--- config.mk ---
export PLATFORM = sky130hd
export DESIGN_NAME = fow_regs
export DESIGN_NICKNAME = d
export VERILOG_FILES = /design/src/hw/fow_pkg.sv /design/src/hw/fow_oe_sel.sv /design/src/hw/fow_regs.sv
export SDC_FILE = /design/constraint.sdc
export NUM_CORES = 1
export LEC_CHECK = 0
export BUFFER_PORTS_ARGS = -buffer_cell sky130_fd_sc_hd__buf_2
export CELL_PAD_IN_SITES_DETAIL_PLACEMENT = 1
export CELL_PAD_IN_SITES_GLOBAL_PLACEMENT = 1
export CORE_MARGIN = 5
export CORE_UTILIZATION = 44
export DETAILED_ROUTE_END_ITERATION = 6
export GPL_TIMING_DRIVEN = 0
export PLACE_DENSITY_LB_ADDON = 0.1
export SLEW_MARGIN = 10
export SYNTH_ARGS = -nofsm -noshare
export SYNTH_HDL_FRONTEND = slang
export SYNTH_SLANG_ARGS = --single-unit
--- constraint.sdc ---
create_clock -name clk_sys_in -period 2 [get_ports clk_sys_in]
set_input_delay 0.3 -clock clk_sys_in [delete_from_list [all_inputs] [get_ports clk_sys_in]]
set_output_delay 0.3 -clock clk_sys_in [all_outputs]
set_load 0.01 [all_outputs]
--- src/hw/fow_pkg.sv ---
package fow_pkg;
  // Register addresses on the register-access port
  localparam logic [7:0]  FOW_ADDR_LOW      = 8'h00;
  localparam logic [7:0]  FOW_ADDR_HIGH     = 8'h01;
  // Field layout
  localparam int          FOW_WORD_W        = 26;
  localparam int          FOW_LOW_W         = 16;
  localparam int          FOW_HIGH_W        = 10;
  localparam int          FOW_OE_BIT        = 10;
  // Reset values
  localparam logic [15:0] FOW_LOW_RST       = 16'h0000;
  localparam logic [9:0]  FOW_HIGH_RST      = 10'h000;
  localparam logic        FOW_OE_RST        = 1'b0;
  localparam logic [15:0] FOW_RDATA_RST     = 16'h0000;

  // One register access from the serial slave engine
  typedef struct packed {
    logic        wr;
    logic        rd;
    logic [7:0]  addr;
    logic [15:0] wdata;
  } fow_req_t;

  // Read answer back to the serial slave engine
  typedef struct packed {
    logic        valid;
    logic [15:0] rdata;
  } fow_rsp_t;
endpackage : fow_pkg

--- src/hw/fow_oe_sel.sv ---
`timescale 1ns/1ps
module fow_oe_sel (
  // Clock and reset
  input  wire logic clk_sys_in,
  input  wire logic rst_b_in,
  // Enable sources
  input  wire logic sw_mode_in,
  input  wire logic sw_oe_in,
  input  wire logic pin_oe_in,
  // Registered output-driver enable
  output logic      drv_en_out
);
  import fow_pkg::*;

  // Registered so the top output comes straight from a flip-flop
  always_ff @(posedge clk_sys_in or negedge rst_b_in) begin
    if (!rst_b_in) begin
      drv_en_out <= FOW_OE_RST;
    end else begin
      drv_en_out <= sw_mode_in ? sw_oe_in : pin_oe_in;
    end
  end
endmodule : fow_oe_sel

--- src/hw/fow_regs.sv ---
`timescale 1ns/1ps
// Notes on behaviour
// Offset bits 15:0 are the read/write low word at address 0x00.
// Offset bits 25:16 sit in bits 9:0 of register 0x01.
// The 26-bit offset word is a signed two's-complement value.
// Reset clears all 26 offset bits, giving nominal frequency.
// New offset applies only on a high-word write, with stored low word.
// Master should write low word before high word.
// Bits 15:11 of 0x01 read zero and ignore writes.
// Bit 10 of 0x01 is software output enable, reset zero.
// Software enable acts only in software mode; pin mode ignores it.
// Master sets bit 10 on high write to keep output enabled.
// Master must not commit offsets faster than 38 kHz.
// Low word is staged; full word moves to active in one cycle.
module fow_regs (
  // Clock and reset
  input  wire logic                 clk_sys_in,
  input  wire logic                 rst_b_in,
  // Register access from the serial slave engine
  input  wire fow_pkg::fow_req_t    req_in,
  output fow_pkg::fow_rsp_t         rsp_out,
  // Output-enable configuration
  input  wire logic                 sw_oe_mode_in,
  input  wire logic                 oe_pin_in,
  // To the oscillator core
  output logic signed [25:0]        freq_offset_word_out,
  output logic                      offset_commit_out,
  output logic                      out_drive_en_out
);
  import fow_pkg::*;

  // Staged low word and stored fields of register 0x01
  logic [FOW_LOW_W-1:0]  offset_low_word_r;
  logic [FOW_LOW_W-1:0]  offset_low_word_nxt;
  logic [FOW_HIGH_W-1:0] offset_high_word_r;
  logic [FOW_HIGH_W-1:0] offset_high_word_nxt;
  logic                  sw_oe_r;
  logic                  sw_oe_nxt;

  // Next values of the registered outputs
  logic [FOW_WORD_W-1:0] active_word_nxt;
  logic                  commit_nxt;
  logic                  rd_valid_nxt;
  logic [FOW_LOW_W-1:0]  rd_data_nxt;

  // Write data fields as the two registers see them
  logic [FOW_LOW_W-1:0]  wr_data;
  logic [FOW_HIGH_W-1:0] wr_high_bits;
  logic                  wr_oe_bit;

  // Decoded strobes for this cycle's access
  logic                  wr_low;
  logic                  wr_high;
  logic                  rd_low;
  logic                  rd_high;

  // True when an access of the given kind hits the given address;
  // one decode for reads and writes keeps both views of the map equal
  function automatic logic hits_reg(
    input fow_req_t   req,
    input logic       is_wr,
    input logic [7:0] addr
  );
    logic kind_ok;
    kind_ok = is_wr ? req.wr : req.rd;
    return kind_ok && (req.addr == addr);
  endfunction : hits_reg

  // Whole offset word from its halves; the top bit of the high half is the sign
  function automatic logic [FOW_WORD_W-1:0] join_word(
    input logic [FOW_HIGH_W-1:0] high,
    input logic [FOW_LOW_W-1:0]  low
  );
    return {high, low};
  endfunction : join_word

  // Read image of register 0x01; bits 15:11 hold no state, so they read zero
  function automatic logic [FOW_LOW_W-1:0] high_reg_image(
    input logic                  oe,
    input logic [FOW_HIGH_W-1:0] high
  );
    logic [FOW_LOW_W-1:0] img;
    img                 = FOW_RDATA_RST;
    img[FOW_OE_BIT]     = oe;
    img[FOW_HIGH_W-1:0] = high;
    return img;
  endfunction : high_reg_image

  // Write data fields split once for the low, high and enable paths
  assign wr_data      = req_in.wdata;
  assign wr_high_bits = req_in.wdata[FOW_HIGH_W-1:0];
  assign wr_oe_bit    = req_in.wdata[FOW_OE_BIT];

  // Write decode; other addresses belong to registers outside this block
  assign wr_low  = hits_reg(req_in, 1'b1, FOW_ADDR_LOW);
  assign wr_high = hits_reg(req_in, 1'b1, FOW_ADDR_HIGH);

  // Read decode; the same map as the writes, through the same function
  assign rd_low  = hits_reg(req_in, 1'b0, FOW_ADDR_LOW);
  assign rd_high = hits_reg(req_in, 1'b0, FOW_ADDR_HIGH);

  // A low write only stages the value, so a half-written update never
  // reaches the oscillator core
  always_comb begin
    offset_low_word_nxt = offset_low_word_r;
    if (wr_low) begin
      offset_low_word_nxt = wr_data; // see
    end
  end

  // Low word staging register; reads of 0x00 see it at once, the core only
  // after the next high write
  always_ff @(posedge clk_sys_in or negedge rst_b_in) begin
    if (!rst_b_in) begin
      offset_low_word_r <= FOW_LOW_RST;
    end else begin
      offset_low_word_r <= offset_low_word_nxt;
    end
  end

  // A high write takes bits 9:0; bits 15:11 are dropped here and never stored
  always_comb begin
    offset_high_word_nxt = offset_high_word_r;
    if (wr_high) begin
      offset_high_word_nxt = wr_high_bits; // see
    end
  end

  // High word register; it always matches bits 25:16 of the active word
  // because both load on the same write
  always_ff @(posedge clk_sys_in or negedge rst_b_in) begin
    if (!rst_b_in) begin
      offset_high_word_r <= FOW_HIGH_RST;
    end else begin
      offset_high_word_r <= offset_high_word_nxt;
    end
  end

  // Bit 10 of every high write sets or clears the software enable, so a master
  // that wants the output kept on must write it as 1 each time
  always_comb begin
    sw_oe_nxt = sw_oe_r;
    if (wr_high) begin
      sw_oe_nxt = wr_oe_bit;
    end
  end

  // Software enable bit, off after reset so the output starts disabled
  // until software or the pin turns it on
  always_ff @(posedge clk_sys_in or negedge rst_b_in) begin
    if (!rst_b_in) begin
      sw_oe_r <= FOW_OE_RST;
    end else begin
      sw_oe_r <= sw_oe_nxt;
    end
  end

  // The active word moves whole on the high write, pairing the new high bits
  // with the staged low word; the core never sees a mix of old and new halves
  always_comb begin
    active_word_nxt = $unsigned(freq_offset_word_out);
    if (wr_high) begin
      active_word_nxt = join_word(wr_high_bits, offset_low_word_r); // see
    end
  end

  // Active offset register; reset puts the oscillator at nominal frequency
  // with every offset bit clear
  always_ff @(posedge clk_sys_in or negedge rst_b_in) begin
    if (!rst_b_in) begin
      freq_offset_word_out <= $signed({FOW_HIGH_RST, FOW_LOW_RST});
    end else begin
      freq_offset_word_out <= $signed(active_word_nxt);
    end
  end

  // Commit follows every high write; nothing here paces commits, so keeping
  // them slow enough for the core is left to the master
  assign commit_nxt = wr_high;

  // Commit strobe register, high for exactly one cycle per high write
  // so the core can start its frequency step
  always_ff @(posedge clk_sys_in or negedge rst_b_in) begin
    if (!rst_b_in) begin
      offset_commit_out <= 1'b0;
    end else begin
      offset_commit_out <= commit_nxt;
    end
  end

  // Valid follows every read, mapped or not
  assign rd_valid_nxt = req_in.rd;

  // Read data; unmapped addresses and idle cycles return zero, and a read in
  // the same cycle as a write still sees the old value
  always_comb begin
    rd_data_nxt = FOW_RDATA_RST;
    if (rd_low) begin
      rd_data_nxt = offset_low_word_r;
    end else if (rd_high) begin
      rd_data_nxt = high_reg_image(sw_oe_r, offset_high_word_r); // see see
    end
  end

  // Answer register, one cycle after the request; rdata drops back to zero
  // on the cycle after a read unless another read follows it at once
  always_ff @(posedge clk_sys_in or negedge rst_b_in) begin
    if (!rst_b_in) begin
      rsp_out <= '{valid: 1'b0, rdata: FOW_RDATA_RST};
    end else begin
      rsp_out <= '{valid: rd_valid_nxt, rdata: rd_data_nxt};
    end
  end

  // Output-driver enable source selection; the software bit is still stored
  // in pin mode and takes over only when software mode is selected
  fow_oe_sel u_oe_sel (
    .clk_sys_in (clk_sys_in),
    .rst_b_in   (rst_b_in),
    .sw_mode_in (sw_oe_mode_in),
    .sw_oe_in   (sw_oe_r),
    .pin_oe_in  (oe_pin_in),
    .drv_en_out (out_drive_en_out)
  );
endmodule : fow_regs

; ---- Word level (Yosys, flattened, before mapping)
; Cells that the tools add are included.
[word_totals]
ff_bits = 72
[op_classes]
eq_ne = 1
muxes = 3
reduce_logical = 5
[ops]
columns = operator, count
row1 = 16-bit two-way mux, 1
row2 = 11-bit two-way mux, 1
row3 = "8-bit by 1-bit == test with 1-bit output, second input constant", 1
row4 = 8-bit zero test, 1
row5 = 1-bit logical AND, 4
row6 = 1-bit two-way mux, 1

; ---- Logic depth before layout (Yosys ltp)
[logic_depth]
word_depth = 4
depth_mapped = 4
ltp_nobuf = 3

; ---- Cells and area by module
; From an unflattened synthesis, not the netlist that was laid out.
[unflattened]
hier_cells = 146
hier_area_um2 = 2444.8
[modules_own_cells]
columns = module, instances, cells_per_inst, area_each_um2
row1 = fow_regs, 1, 144, 2404.8
row2 = fow_oe_sel, 1, 2, 40.0

; ---- Worst setup path after synthesis
; Ideal clock, no wire load.
[synth_path]
path_type = input to register
start = input port req_in[20] (netlist bit)
end = register freq_offset_word_out[10]
setup_ns = 0.125
arrival_ns = 1.444
required_time_ns = 1.875
slack_ns = 0.431
path_stages = 4
n_path_buf = 1
path_cell_list = nor4_4 -> nand4_4 -> buf_6 -> mux2_4
[synth_between]
elab_chain_cells = 2
[synth_lines]
columns = item, line
row1 = from (decl), fow_regs.sv:20  ; input wire fow_pkg::fow_req_t req_in,
row2 = 8-bit by 1-bit == test with 1-bit output, fow_regs.sv:66  ; return kind_ok && (req.addr == addr);
row3 = 1-bit logical AND, fow_regs.sv:66
row4 = to (signal assigned), fow_regs.sv:171  ; freq_offset_word_out <= $signed({FOW_HIGH_RST, FOW_LOW_RST});
row5 = to (signal assigned), fow_regs.sv:173  ; freq_offset_word_out <= $signed(active_word_nxt);
row6 = to (decl), fow_regs.sv:26  ; output logic signed [25:0] freq_offset_word_out,
; Every way passes these cells.
; A chain may end at the register's enable or synchronous reset.

; ---- Final worst setup path
[layout_path]
start = input port req_in[20] (netlist bit)
end = register offset_high_word_r[2]
[layout_between]
elab_chain_cells = 2
[layout_lines]
columns = item, line
row1 = 8-bit by 1-bit == test with 1-bit output, fow_regs.sv:66
row2 = 1-bit logical AND, fow_regs.sv:66
row3 = to (signal assigned), fow_regs.sv:135  ; offset_high_word_r <= offset_high_word_nxt;
row4 = to (decl), fow_regs.sv:35  ; logic [FOW_HIGH_W-1:0] offset_high_word_r;
; Every way passes these cells.

==> impl_metrics.csv <==
group,metric,value,unit
outcome,status,"completed",
worst_hold_path,hold_path.class,"in2async",
timing,finalSetupViolCount,0,
detailed_routing,dr.first_iter.drc_count,48,
grt,grt_util_all_layers,0.161,
placed_design,finalWeightedCongestion,0.748,
timing,period_minus_slack,1.54,ns
pwr,power_frac_seq,0.490,
timing,setup_slack,0.460,ns
timing,hold_viol,0,
pwr,power_frac_comb,0.053,
finish,fin_nets,260,
detailed_routing,drc,0,
die,die-width,84.5,um
clock_tree,clk-insertion-delay-late,0.32,ns
detailed_routing,avgRoutedWirePerCell,17.4,um
die,pin_count,75,
finish,diodes,0,
placed_design,pre_cts_ws,0.107,ns
pwr,power-per-cell-area,853,nW/um2
placed_design,dp_hpwl,3680,um
die,die_y,84.5,um
finish,multi_input_area,841,um2
die,start_util,0.449,
pwr,power.share.switching,0.207,
grt,antenna_found_initial,0,
logic_synthesis,ys_seq_area_frac,0.636,
grt,grt_pass1_wl,8750,um
die,rows,27,
pwr,power_frac_clock,0.457,
job,cap_violations,0,
critical_path,crit_arrival,1.75,ns
clock_tree,numCtsBuffers,9,
die,die_area,7140,um2
timing,fin_setup_tns,0,ns
critical_path,path_class,"in2reg",
logic_synthesis,ys_ff_latch,62,
pwr,internal_power,2.11,mW
timing,finalMaxSlewViolations,0,
detailed_routing,vias_per_cell,4.83,
placed_design,dp.cells,291,
critical_path,critical_path_required,2.21,ns
grt,gr-total-overflow,0,
clock_tree,post_cts_resized,0,
finish,area_delta_synth_final,27.8,%
logic_synthesis,syn_area,2440,um2
finish,nFillCells,573,
timing,rsz0062_at_grt,"false",
critical_path,start_kind,"input port",
pwr,ir_worst_vdd,0.525,mV
logic_synthesis,ys_types,15,
logic_synthesis,netlist_instances,146,
finish,finalNonFillerCells,306,
clock_tree,cts_tree,"built",
timing,finalCritPeriodShare,0.770,
clock_tree,clockBufferDepth,2,
detailed_routing,drt_wl_total,5330,um
timing,tightest_slew,0.858,ns
detailed_routing,dr.pass1.iters,4,
timing,slew-limit-headroom,0.428,
finish,ff_latch_area,1550,um2
clock_tree,path_clk_slew,0.07,ns
clock_tree,cts_max_level,3,
logic_synthesis,synth_fp_nets,176,
timing,timing.fmax,649,MHz
detailed_routing,antenna_left,0,
detailed_routing,vias,1479,
grt,grt_start_max_net_pins,63,
critical_path,cp_max_fo,10,
timing,fin_hold_ws,0.0391,ns
clock_tree,cts_setup_buffers,0,
pwr,finalPower,2.66,mW
die,coreArea,5440,um2
finish,drive_gt1_frac,0.594,
pwr,switching_power,0.552,mW
pwr,power.leakage,1.82,nW
clock_tree,cts.sinks,62,
timing,fin_skew,0.00474,ns
placed_design,io_buffers,73,
logic_synthesis,synth_warnings,0,
clock_tree,root_buffer,"clkbuf_8",
grt,grt_pass1_vias,1663,
logic_synthesis,syn_avg_cell_area,16.7,um2
clock_tree,hold_buffers,0,
critical_path,cp-end-kind,"flop",
[registers in the layout, indices dropped and copies added, names as in the netlist]
register	count
offset_high_word_r	10
offset_commit_out	1
rsp_out	17
u_oe_sel.drv_en_out	1
offset_low_word_r	16
sw_oe_r	1
freq_offset_word_out	16
[stage by stage]
stage | cell area, um2 | utilization
after floorplan | 2440 | -
after global placement | 2900 | 0.533
after detailed placement | 2900 | 0.533
after CTS | 3120 | 0.574
after global routing | 3120 | 0.574
final | 3120 | 0.574
[cell usage after synthesis]
library cell / instances / share of area
nand4_4: 1 / 0.0087
nand4b_4: 1 / 0.0097
nor3_2: 1 / 0.0041
and2_1: 5 / 0.013
mux2_4: 19 / 0.12
dfrtp_1: 62 / 0.64
buf_6: 3 / 0.014
mux2i_1: 11 / 0.045
nor2_1: 11 / 0.017
nand3_1: 1 / 0.0020
inv_1: 1 / 0.0015
clkbuf_1: 3 / 0.0046
and4b_1: 1 / 0.0041
nor4_4: 1 / 0.0087
mux2_2: 25 / 0.12
[cell families (layout without fill, tap and decap cells)]
| logic type | after synthesis | in the layout | synth area share |
|---|---|---|---|
| DFF | 62 | 62 | 0.636 |
| muxes | 55 | 55 | 0.277 |
| and+or+nand+nor | 22 | 22 | 0.0671 |
| buffers and inverters | 7 | 95 | 0.0200 |
[cell usage in the layout (no fill, tap or decap), drive strengths merged]
cell     n
bufinv   2
clkinv   2
and4b    1
nand3    1
clkbuf  14
inv      1
mux2    44
nor3     1
buf     76
nor4     1
nor2    11
dfrtp   62
mux2i   11
nand4    1
and2     5
nand4b   1
[routing by layer]
metal	share of wire	wire length [um]	vias up	global-route usage
met3	0.059	314	6	0.0520
li1	-	-	672	-
met1	0.40	2120	754	0.185
met2	0.53	2840	47	0.275
met4	0.0086	46	0	0.0691
met5	0	0	-	0
[path summary, 6_finish.rpt]
kind | end | startpoint | depth (start not counted) | slack (ns)
max | offset_high_word_r[2] | req_in[20] | 5 | 0.46
max in group asynchronous | offset_high_word_r[8] | rst_b_in | 1 | 1.44
min in group clk_sys_in | rsp_out[16] | req_in[24] | 1 | 0.10
max reg2reg | offset_low_word_r[7] | offset_low_word_r[7] | 1 | 1.21
min | freq_offset_word_out[14] | rst_b_in | 1 | 0.04
min reg2reg | rsp_out[13] | offset_low_word_r[13] | 1 | 0.50
[power groups by stage]
stage / combinational (mW) / clock (mW) / sequential (mW)
floorplan: 0.0558 / 0 / 1.33
global placement: 0.139 / 0 / 1.32
detailed placement: 0.145 / 0 / 1.33
CTS: 0.147 / 1.25 / 1.31
global route: 0.158 / 1.32 / 1.31
finish: 0.142 / 1.22 / 1.30
[cell type report]
cell class                      count  share of cell area
Clock inverter                      4              0.0225
Inverter                            1             0.00120
Timing Repair Buffer               73               0.118
Clock buffer                       11              0.0485
Tap cell                           72              0.0289
Buffer                              6              0.0144
Sequential cell                    62               0.497
Multi-Input combinational cell     77               0.269
[worst max-delay path: stages]
cell	delay [ns]
buf_2	0.11
nor4_4	0.45
nand4_4	0.31
buf_6	0.27
mux2_4	0.30
(Power assumes the default switching activity.)
